--- config.mk ---
export PLATFORM = sky130hd
export DESIGN_NAME = grc_bank
export DESIGN_NICKNAME = d
export VERILOG_FILES = /design/src/rtl/grc_pkg.sv /design/src/rtl/grc_edge_pulse.sv /design/src/rtl/grc_holdover_deb.sv /design/src/rtl/grc_bank.sv
export VERILOG_INCLUDE_DIRS = /design/src /design/src/rtl
export SDC_FILE = /design/constraint.sdc
export NUM_CORES = 1
export LEC_CHECK = 0
export ABC_AREA = 1
export BUFFER_PORTS_ARGS = -buffer_cell sky130_fd_sc_hd__buf_2
export CAP_MARGIN = 20
export CORE_MARGIN = 2
export CORE_UTILIZATION = 55
export CTS_BUF_LIST = sky130_fd_sc_hd__clkbuf_8
export CTS_CLUSTER_DIAMETER = 120
export DETAILED_ROUTE_END_ITERATION = 6
export HOLD_SLACK_MARGIN = 0.1
export PLACE_DENSITY_LB_ADDON = 0.12
export SKIP_CTS_REPAIR_TIMING = 1
export SYNTH_ARGS = -nofsm -noshare
export SYNTH_HDL_FRONTEND = slang
export SYNTH_SLANG_ARGS = --single-unit
export TNS_END_PERCENT = 20
--- constraint.sdc ---
create_clock -name sys_clk_i -period 3.46 [get_ports sys_clk_i]
set_input_delay 0.519 -clock sys_clk_i [delete_from_list [all_inputs] [get_ports sys_clk_i]]
set_output_delay 0.519 -clock sys_clk_i [all_outputs]
set_load 0.03 [all_outputs]
--- src/rtl/grc_params.svh ---
// Offsets, field positions, reset values and latencies of the global bank
`ifndef GRC_PARAMS_SVH
`define GRC_PARAMS_SVH

// Register port widths
`define GRC_ADDR_W            13
`define GRC_DATA_W            8

// Register offsets
`define GRC_ADDR_SOFT_RESET   13'h0000
`define GRC_ADDR_REQ_MODE     13'h0001
`define GRC_ADDR_TUNE_SLIP    13'h0002

// Reset values
`define GRC_RST_SOFT_RESET    8'h00
`define GRC_RST_REQ_MODE      8'h00
`define GRC_RST_TUNE_SLIP     8'h00
`define GRC_RD_UNMAPPED       8'h00

// Soft reset register fields
`define GRC_BIT_SOFT_RESET    0

// Request and mode register fields
`define GRC_BIT_RESEED        7
`define GRC_BIT_DIST_NOISE    6
`define GRC_BIT_LOOP_NOISE    5
`define GRC_BIT_HOLDOVER      4
`define GRC_BIT_MUTE          3
`define GRC_BIT_PULSE_GEN     2
`define GRC_BIT_RESTART       1
`define GRC_BIT_SLEEP         0

// Tune and slip register fields
`define GRC_BIT_AUTOTUNE      2
`define GRC_BIT_SLIP          1

// Resync sequencer done code
`define GRC_SEQ_DONE          4'h2

// Holdover latency in system clock (sys_clk_i) cycles
`define GRC_HOLD_LAT_DEB      6
`define GRC_HOLD_LAT_BYP      2

// Number of edge-sensitive request bits
`define GRC_NUM_EDGE          4

`endif

--- src/rtl/grc_pkg.sv ---
// Types shared by the global request control bank
`include "grc_params.svh"

package grc_pkg;

  // Register access request
  typedef struct packed {
    logic                    wr;
    logic                    rd;
    logic [`GRC_ADDR_W-1:0]  addr;
    logic [`GRC_DATA_W-1:0]  wdata;
  } grc_reg_req_s;

  // Level controls to the analog and divider logic
  typedef struct packed {
    logic dist_noise_prio;
    logic loop_noise_prio;
    logic mute;
    logic sleep;
    logic div_fsm_restart;
  } grc_ctrl_s;

  // One-cycle request pulses
  typedef struct packed {
    logic soft_reset;
    logic reseed;
    logic pulse_gen;
    logic autotune;
    logic slip;
  } grc_pulse_s;

endpackage : grc_pkg

--- src/rtl/grc_edge_pulse.sv ---
// Rising-edge detector giving one-cycle pulses per request bit
`timescale 1ns/1ps
`include "grc_params.svh"

module grc_edge_pulse
#(
  parameter int W = `GRC_NUM_EDGE
)
(
  input  wire logic          sys_clk_i,
  input  wire logic          rst_i,
  input  wire logic          clr_i,
  input  wire logic [W-1:0]  level_i,
  input  wire logic [W-1:0]  accept_i,
  output logic      [W-1:0]  pulse_o
);

  logic [W-1:0] prev_ff;
  logic [W-1:0] pulse_ff;
  wire  [W-1:0] nxt_pulse;

  genvar i;
  generate
    for (i = 0; i < W; i++)
    begin : g_bit
      // Pulse only on a zero-to-one change that is accepted
      assign nxt_pulse[i] = level_i[i] & ~prev_ff[i] & accept_i[i];
    end
  endgenerate

  always_ff @(posedge sys_clk_i or posedge rst_i)
  begin
    if (rst_i)
    begin
      prev_ff  <= '0;
      pulse_ff <= '0;
    end
    else if (clr_i)
    begin
      prev_ff  <= '0;
      pulse_ff <= '0;
    end
    else
    begin
      prev_ff  <= level_i;
      pulse_ff <= nxt_pulse;
    end
  end

  assign pulse_o = pulse_ff;

endmodule : grc_edge_pulse

--- src/rtl/grc_holdover_deb.sv ---
// Holdover request filter with selectable debounce or bypass latency
`timescale 1ns/1ps
`include "grc_params.svh"

module grc_holdover_deb
(
  input  wire logic  sys_clk_i,
  input  wire logic  rst_i,
  input  wire logic  clr_i,
  input  wire logic  force_i,
  input  wire logic  bypass_i,
  output logic       holdover_o
);

  localparam int DEPTH = `GRC_HOLD_LAT_DEB - 1;

  logic [DEPTH-1:0] samp_ff;
  logic             hold_ff;
  wire              all_one;
  wire              all_zero;
  wire              nxt_hold;

  // Debounced: level must be stable over all samples
  assign all_one  = &samp_ff;
  assign all_zero = ~|samp_ff;
  // Bypass takes the first sample only
  assign nxt_hold = bypass_i ? samp_ff[0] :
                    all_one  ? 1'b1 :
                    all_zero ? 1'b0 : hold_ff;

  always_ff @(posedge sys_clk_i or posedge rst_i)
  begin
    if (rst_i)
    begin
      samp_ff <= '0;
      hold_ff <= 1'b0;
    end
    else if (clr_i)
    begin
      samp_ff <= '0;
      hold_ff <= 1'b0;
    end
    else
    begin
      samp_ff <= {samp_ff[DEPTH-2:0], force_i};
      hold_ff <= nxt_hold;
    end
  end

  assign holdover_o = hold_ff;

endmodule : grc_holdover_deb

--- src/rtl/grc_bank.sv ---
// Global request and mode control register bank
// Functional notes
// - Soft reset returns everything but the held read data to defaults
// - Reseed bit asks sequencer to reseed dividers
// - Reseed acts only on rising edge
// - Reseed accepted only in sequencer done state
// - Bit 6 selects distribution noise priority
// - Bit 5 selects loop noise priority
// - Bit 4 or input pin forces holdover
// - Holdover request passes through a debouncer
// - Debounced holdover reached after six cycles
// - Bypassed holdover reached after two cycles
// - Bit 3 mutes drivers, dividers keep running
// - Bit 2 requests a pulse-generator stream
// - Bit 1 restarts dividers, keeps configuration
// - Bit 0 forces sleep of loops and buffers
// - Autotune bit retriggers synthesizer-loop tuning
// - Slip bit requests slip from divider channels
// - Slip request acts on its rising edge
`timescale 1ns/1ps
`include "grc_params.svh"

module grc_bank
(
  input  wire logic                     sys_clk_i,
  input  wire logic                     rst_i,
  input  wire grc_pkg::grc_reg_req_s    reg_req_i,
  output logic [`GRC_DATA_W-1:0]        rd_data_o,
  output logic                          rd_valid_o,
  input  wire logic [3:0]               resync_sequencer_state_i,
  input  wire logic                     general_purpose_input_i,
  input  wire logic                     debounce_bypass_i,
  output grc_pkg::grc_ctrl_s            ctrl_o,
  output grc_pkg::grc_pulse_s           pulse_o,
  output logic                          holdover_o
);

  // Address compare used by write and read decode
  function automatic logic addr_hit
  (
    input logic [`GRC_ADDR_W-1:0] addr,
    input logic [`GRC_ADDR_W-1:0] target
  );
    addr_hit = (addr == target);
  endfunction : addr_hit

  // Stored registers
  logic [`GRC_DATA_W-1:0]  soft_ff;
  logic [`GRC_DATA_W-1:0]  req_ff;
  logic [`GRC_DATA_W-1:0]  tune_ff;

  // Outputs held in flops
  logic [`GRC_DATA_W-1:0]  rd_data_ff;
  logic                    rd_valid_ff;
  logic                    soft_reset_ff;
  grc_pkg::grc_ctrl_s      ctrl_ff;

  // Next values
  logic [`GRC_DATA_W-1:0]  nxt_soft;
  logic [`GRC_DATA_W-1:0]  nxt_req;
  logic [`GRC_DATA_W-1:0]  nxt_tune;
  logic [`GRC_DATA_W-1:0]  nxt_rd_data;
  grc_pkg::grc_ctrl_s      nxt_ctrl;
  logic [`GRC_DATA_W-1:0]  nxt_rd_hold;
  logic                    nxt_rd_valid;
  logic                    nxt_soft_reset;

  // Address decode
  wire sel_soft;
  wire sel_req;
  wire sel_tune;
  wire wr_soft;
  wire wr_req;
  wire wr_tune;
  wire soft_fire;
  wire rd_take;

  // Submodule links
  wire                        seq_done;
  wire                        hold_force;
  wire [`GRC_NUM_EDGE-1:0]    edge_level;
  wire [`GRC_NUM_EDGE-1:0]    edge_accept;
  wire [`GRC_NUM_EDGE-1:0]    edge_pulse;
  wire                        hold_level;
  wire                        lvl_reseed;
  wire                        lvl_pulse_gen;
  wire                        lvl_autotune;
  wire                        lvl_slip;

  assign sel_soft = addr_hit(reg_req_i.addr, `GRC_ADDR_SOFT_RESET);
  assign sel_req  = addr_hit(reg_req_i.addr, `GRC_ADDR_REQ_MODE);
  assign sel_tune = addr_hit(reg_req_i.addr, `GRC_ADDR_TUNE_SLIP);

  assign wr_soft = reg_req_i.wr & sel_soft;
  assign wr_req  = reg_req_i.wr & sel_req;
  assign wr_tune = reg_req_i.wr & sel_tune;
  assign rd_take = reg_req_i.rd;

  // Writing one to the soft reset bit clears all three registers, the edge detector and the holdover filter
  assign soft_fire = wr_soft & reg_req_i.wdata[`GRC_BIT_SOFT_RESET];

  // Full bytes stored so reserved bits read back
  assign nxt_soft = soft_fire ? `GRC_RST_SOFT_RESET :
                    wr_soft   ? reg_req_i.wdata :
                    soft_ff;

  assign nxt_req  = soft_fire ? `GRC_RST_REQ_MODE :
                    wr_req    ? reg_req_i.wdata :
                    req_ff;

  assign nxt_tune = soft_fire ? `GRC_RST_TUNE_SLIP :
                    wr_tune   ? reg_req_i.wdata :
                    tune_ff;

  // Read data mux, unmapped addresses read zero
  always_comb
  begin
    if (sel_soft)
    begin
      nxt_rd_data = soft_ff;
    end
    else if (sel_req)
    begin
      nxt_rd_data = req_ff;
    end
    else if (sel_tune)
    begin
      nxt_rd_data = tune_ff;
    end
    else
    begin
      nxt_rd_data = `GRC_RD_UNMAPPED;
    end
  end

  // Level controls taken from the request register
  always_comb
  begin
    nxt_ctrl.dist_noise_prio = req_ff[`GRC_BIT_DIST_NOISE];
    nxt_ctrl.loop_noise_prio = req_ff[`GRC_BIT_LOOP_NOISE];
    nxt_ctrl.mute            = req_ff[`GRC_BIT_MUTE];
    nxt_ctrl.sleep           = req_ff[`GRC_BIT_SLEEP];
    // Restart holds dividers and state machines, registers untouched
    nxt_ctrl.div_fsm_restart = req_ff[`GRC_BIT_RESTART]
                             | soft_reset_ff;
  end

  // Soft reset register
  always_ff @(posedge sys_clk_i or posedge rst_i)
  begin
    if (rst_i)
    begin
      soft_ff <= `GRC_RST_SOFT_RESET;
    end
    else
    begin
      soft_ff <= nxt_soft;
    end
  end

  // Request and mode register
  always_ff @(posedge sys_clk_i or posedge rst_i)
  begin
    if (rst_i)
    begin
      req_ff <= `GRC_RST_REQ_MODE;
    end
    else
    begin
      req_ff <= nxt_req;
    end
  end

  // Tune and slip register
  always_ff @(posedge sys_clk_i or posedge rst_i)
  begin
    if (rst_i)
    begin
      tune_ff <= `GRC_RST_TUNE_SLIP;
    end
    else
    begin
      tune_ff <= nxt_tune;
    end
  end

  // Read data is held between reads
  assign nxt_rd_hold  = rd_take ? nxt_rd_data : rd_data_ff;
  assign nxt_rd_valid = rd_take;

  // Read data port
  always_ff @(posedge sys_clk_i or posedge rst_i)
  begin
    if (rst_i)
    begin
      rd_data_ff <= `GRC_RD_UNMAPPED;
    end
    else
    begin
      rd_data_ff <= nxt_rd_hold;
    end
  end

  // Read valid pulse
  always_ff @(posedge sys_clk_i or posedge rst_i)
  begin
    if (rst_i)
    begin
      rd_valid_ff <= 1'b0;
    end
    else
    begin
      rd_valid_ff <= nxt_rd_valid;
    end
  end

  // Soft reset pulse follows the write by one cycle
  assign nxt_soft_reset = soft_fire;

  always_ff @(posedge sys_clk_i or posedge rst_i)
  begin
    if (rst_i)
    begin
      soft_reset_ff <= 1'b0;
    end
    else
    begin
      soft_reset_ff <= nxt_soft_reset;
    end
  end

  // Level control outputs
  always_ff @(posedge sys_clk_i or posedge rst_i)
  begin
    if (rst_i)
    begin
      ctrl_ff <= '0;
    end
    else
    begin
      ctrl_ff <= nxt_ctrl;
    end
  end

  // Sequencer must report done before a reseed is taken
  assign seq_done = (resync_sequencer_state_i == `GRC_SEQ_DONE);

  // Edge request bits: slip, autotune, pulse generator, reseed
  assign lvl_reseed    = req_ff[`GRC_BIT_RESEED];
  assign lvl_pulse_gen = req_ff[`GRC_BIT_PULSE_GEN];
  assign lvl_autotune  = tune_ff[`GRC_BIT_AUTOTUNE];
  assign lvl_slip      = tune_ff[`GRC_BIT_SLIP];

  // Packed in detector bit order
  assign edge_level = {lvl_slip,
                       lvl_autotune,
                       lvl_pulse_gen,
                       lvl_reseed};

  assign edge_accept = {1'b1,
                        1'b1,
                        1'b1,
                        seq_done};

  grc_edge_pulse
  #(
    .W         (`GRC_NUM_EDGE)
  )
  u_edge
  (
    .sys_clk_i (sys_clk_i),
    .rst_i     (rst_i),
    .clr_i     (soft_reset_ff),
    .level_i   (edge_level),
    .accept_i  (edge_accept),
    .pulse_o   (edge_pulse)
  );

  // Holdover forced by register bit or input pin
  assign hold_force = req_ff[`GRC_BIT_HOLDOVER]
                    | general_purpose_input_i;

  grc_holdover_deb u_hold
  (
    .sys_clk_i  (sys_clk_i),
    .rst_i      (rst_i),
    .clr_i      (soft_reset_ff),
    .force_i    (hold_force),
    .bypass_i   (debounce_bypass_i),
    .holdover_o (hold_level)
  );

  // Output assembly, every field from a flop
  assign rd_data_o  = rd_data_ff;
  assign rd_valid_o = rd_valid_ff;
  assign ctrl_o     = ctrl_ff;
  assign holdover_o = hold_level;

  assign pulse_o.soft_reset = soft_reset_ff;
  assign pulse_o.reseed     = edge_pulse[0];
  assign pulse_o.pulse_gen  = edge_pulse[1];
  assign pulse_o.autotune   = edge_pulse[2];
  assign pulse_o.slip       = edge_pulse[3];

endmodule : grc_bank

==> metrics.md <==
| Metric | Value |
|---|---|
| Synth top area share | 0.571 |
| Final min period | 1750 ps |
| Final HPWL DP | 3.32 mm |
| Layout Skew | 6.47 ps |
| DR pass1 iterations | 4 |
| Crit path capture type | register |
| Setup ws final | between 1500 and 2000 ps |
| Die Y | a little under 70 µm |
| HP Class | in -> async |
| Diode count | 0 |
| Biggest area consumer among synthesized cells | dfrtp_1 |
| Antenna viol nets, final | 0 |
| Post-synth EDFFs | 0 |
| Worst Setup Start Kind | input pin |
| Final period utilization | 0.505 |
| Primary FF master, synth | dfrtp_1 |
| Register area share after synthesis | 0.571 |
| Status | complete, no violations |
| Worst R2R Path Depth | 3 |
| Initial antenna violation count | 0 |
| Share of flip-flops with an asynchronous set or reset | 1.00 |
| Count of final hold-check violations | 0 |
| Max Clock Freq | 572 MHz |
| Synthesized flop and latch total | 53 |
| DRT iter0 DRCs | between 100 and 150 |
| Root Driver | clkbuf_8 |
| Clock Sinks | between 50 and 60 |
| Mean area per synthesized cell | 9.05 µm² |
| VDD IR-drop max | 0.000291 V |
| Top cells by area, synth | dfrtp_1, nand3_1, nand2_1 |
| Area delta synth->final | 15.6% |
| Total CTS buffers | 5 |
| Total Wirelength | 4.49 mm |
| Final setup viols | 0 |
| Total die area | 4760 µm² |
| Fraction of layout cells with a size suffix above 1 | 0.247 |
| Sequential cell area | 1330 µm² |
| PortBufs | 50 |
| Largest net degree at the start of global routing | 54 |
| Mapped Cells | roughly 260 |
| Leakage | between 1.5 and 2 nW |
| Synth warn | 0 |
| Slew margin rel. | 0.655 |
| Setup tns final | 0 ps |
| Utilization after layout | 0.667 |
| RR Startpoint | soft_reset_ff |
| Fin cells | approximately 360 |
| DRC errors left | 0 |
| Data arrival, critical path | about 2000 ps |
| Clock-pin slew on the worst setup and hold paths | 90 ps |
| Dpl ws | between 1000 and 1500 ps |
| Vias in the first global route | approximately 1700 |
| Routability cong. | about 0.82 |
| WP data required | 3660 ps |
| MaxCap Viol Count | 0 |
| WL per Instance | 12.5 µm |
| Fin area | 2690 µm² |
| First-pass GRT wire length | about 7.7 mm |
| Row cnt | 23 |
| Crit path kind | in -> reg |
| Via count | 1826 |
| Ports | 51 |
| Pwr dens | 383 nW/µm² |
| Area of the multi-input gates | 846 µm² |
| Core area | 4030 µm² |
| DR vias/cell | 5.10 |
| R2R Path End | u_edge.pulse_o[0] |
| Die W | 69.0 µm |
| Crit path max fanout | 16 |
| GRT overflow | 0 |
| CTS max path bufs | 2 |
| TritonCTS clock tree | done |
| Least-Margin Pin Slew | 516 ps |
| Post-synthesis cell area | 2320 µm² |
| Library cells used by synthesis | 24 |
| FILL cells | 327 |
| RSZ-0062 raised after global routing | false |
| Final Max Slew Viols | 0 |
| Final #Nets | 338 |
| Worst-Skew Late Latency | ~310 ps |
| Overall routing resource usage | 0.202 |
| R2R setup slack | 2320 ps |
| H-tree Lvls | 2 |
| Initial Utilization | 0.577 |
| Placed cells | ~350 |
| Syn Nets | 288 |
| Post-DP Area | roughly 2600 µm² |
-- power breakdown --
group	internal, mW	switching [mW]	leakage [nW]	total (mW)
logic	0.0228	0.0439	0.769	0.0667
clock network	0.141	0.194	0.0497	0.336
registers	0.625	0.00204	0.725	0.627
total	0.789	0.240	1.54	1.03
-- worst max-delay path by stage --
stage / depth (start not counted) / end / slack, ps / startpoint
CTS: 8 / tune_ff[7] / 1730 / reg_req_i[13]
global route: 8 / soft_ff[7] / 1610 / reg_req_i[18]
floorplan: 1 / ctrl_o[0] / 1650 / rst_i
detailed placement: 8 / tune_ff[3] / 1380 / reg_req_i[13]
global placement: 8 / tune_ff[1] / 1470 / reg_req_i[13]
finish: 8 / tune_ff[7] / 1710 / reg_req_i[13]
-- cell type report --
cell class              instances  share of cell area
flip-flops and latches         53               0.494
well taps                      50              0.0233
inverters                      21              0.0298
clock buffers                   5              0.0256
clock inverters                 3             0.00652
multi-input cells             173               0.315
repair buffers                 53               0.106
-- cell families after synthesis --
kind of cell / after synthesis / synth area share
AND/OR/NAND/NOR: 171 / 0.360
flip-flops: 53 / 0.571
buffers and inverters: 31 / 0.0657
AO/OA/AOI/OAI: 2 / 0.00430
-- cell usage after synthesis (2+ instances only) --
cell type  instances
nand3_1           72
buf_4              2
buf_6              3
buf_2              4
inv_1             19
nor2_4             5
nand4_2            2
dfrtp_1           53
or2_2              2
nand2_2            2
nor2_1            16
nor3_1             5
nand2_1           61
-- registers in the layout, indices dropped and copies added (netlist names) --
name	cells
rd_data_o	8
req_ff	8
soft_ff	8
tune_ff	8
ctrl_o	5
u_hold.samp_ff	5
u_edge.prev_ff	4
u_edge.pulse_o	4
rd_valid_o	1
soft_reset_ff	1
u_hold.holdover_o	1
-- metrics by stage --
stage / hold WS (ps) / power [mW]
finish: 232 / 1.03
global route: 266 / 1.07
CTS: 346 / 1.04
detailed placement: 393 / 0.703
global placement: 385 / 0.702
floorplan: 375 / 0.673
-- metal layers --
layer | track usage | vias to the layer above | share of wire
met2 | 0.315 | 61 | 0.46
met5 | 0 | - | 0
met4 | 0.0828 | 0 | 0.013
met3 | 0.0424 | 5 | 0.058
met1 | 0.277 | 822 | 0.47
li1 | - | 938 | -
-- layout by cell type (no fill, tap or decap), drive strengths merged --
| cell | Yosys | final |
|---|---|---|
| nand3 | 74 | 74 |
| nand2 | 63 | 63 |
| dfrtp | 53 | 53 |
| buf | 9 | 53 |
| nor2 | 22 | 22 |
| inv | 19 | 21 |
| nor3 | 5 | 5 |
| clkbuf | 1 | 5 |
| nand4 | 3 | 3 |
| clkinv | 2 | 3 |
| or2 | 3 | 3 |
| a21oi | 1 | 1 |
| o21ai | 1 | 1 |
| nor4b | 1 | 1 |
-- worst max-delay path: stages --
cell and delay, ps:
buf_2 90, nor2_1 120, nand2_2 140, nor2_4 250, nand4_2 350, buf_4 320
nand3_1 80, nand2_1 60
Note: power is estimated with default switching activity, not from simulation.
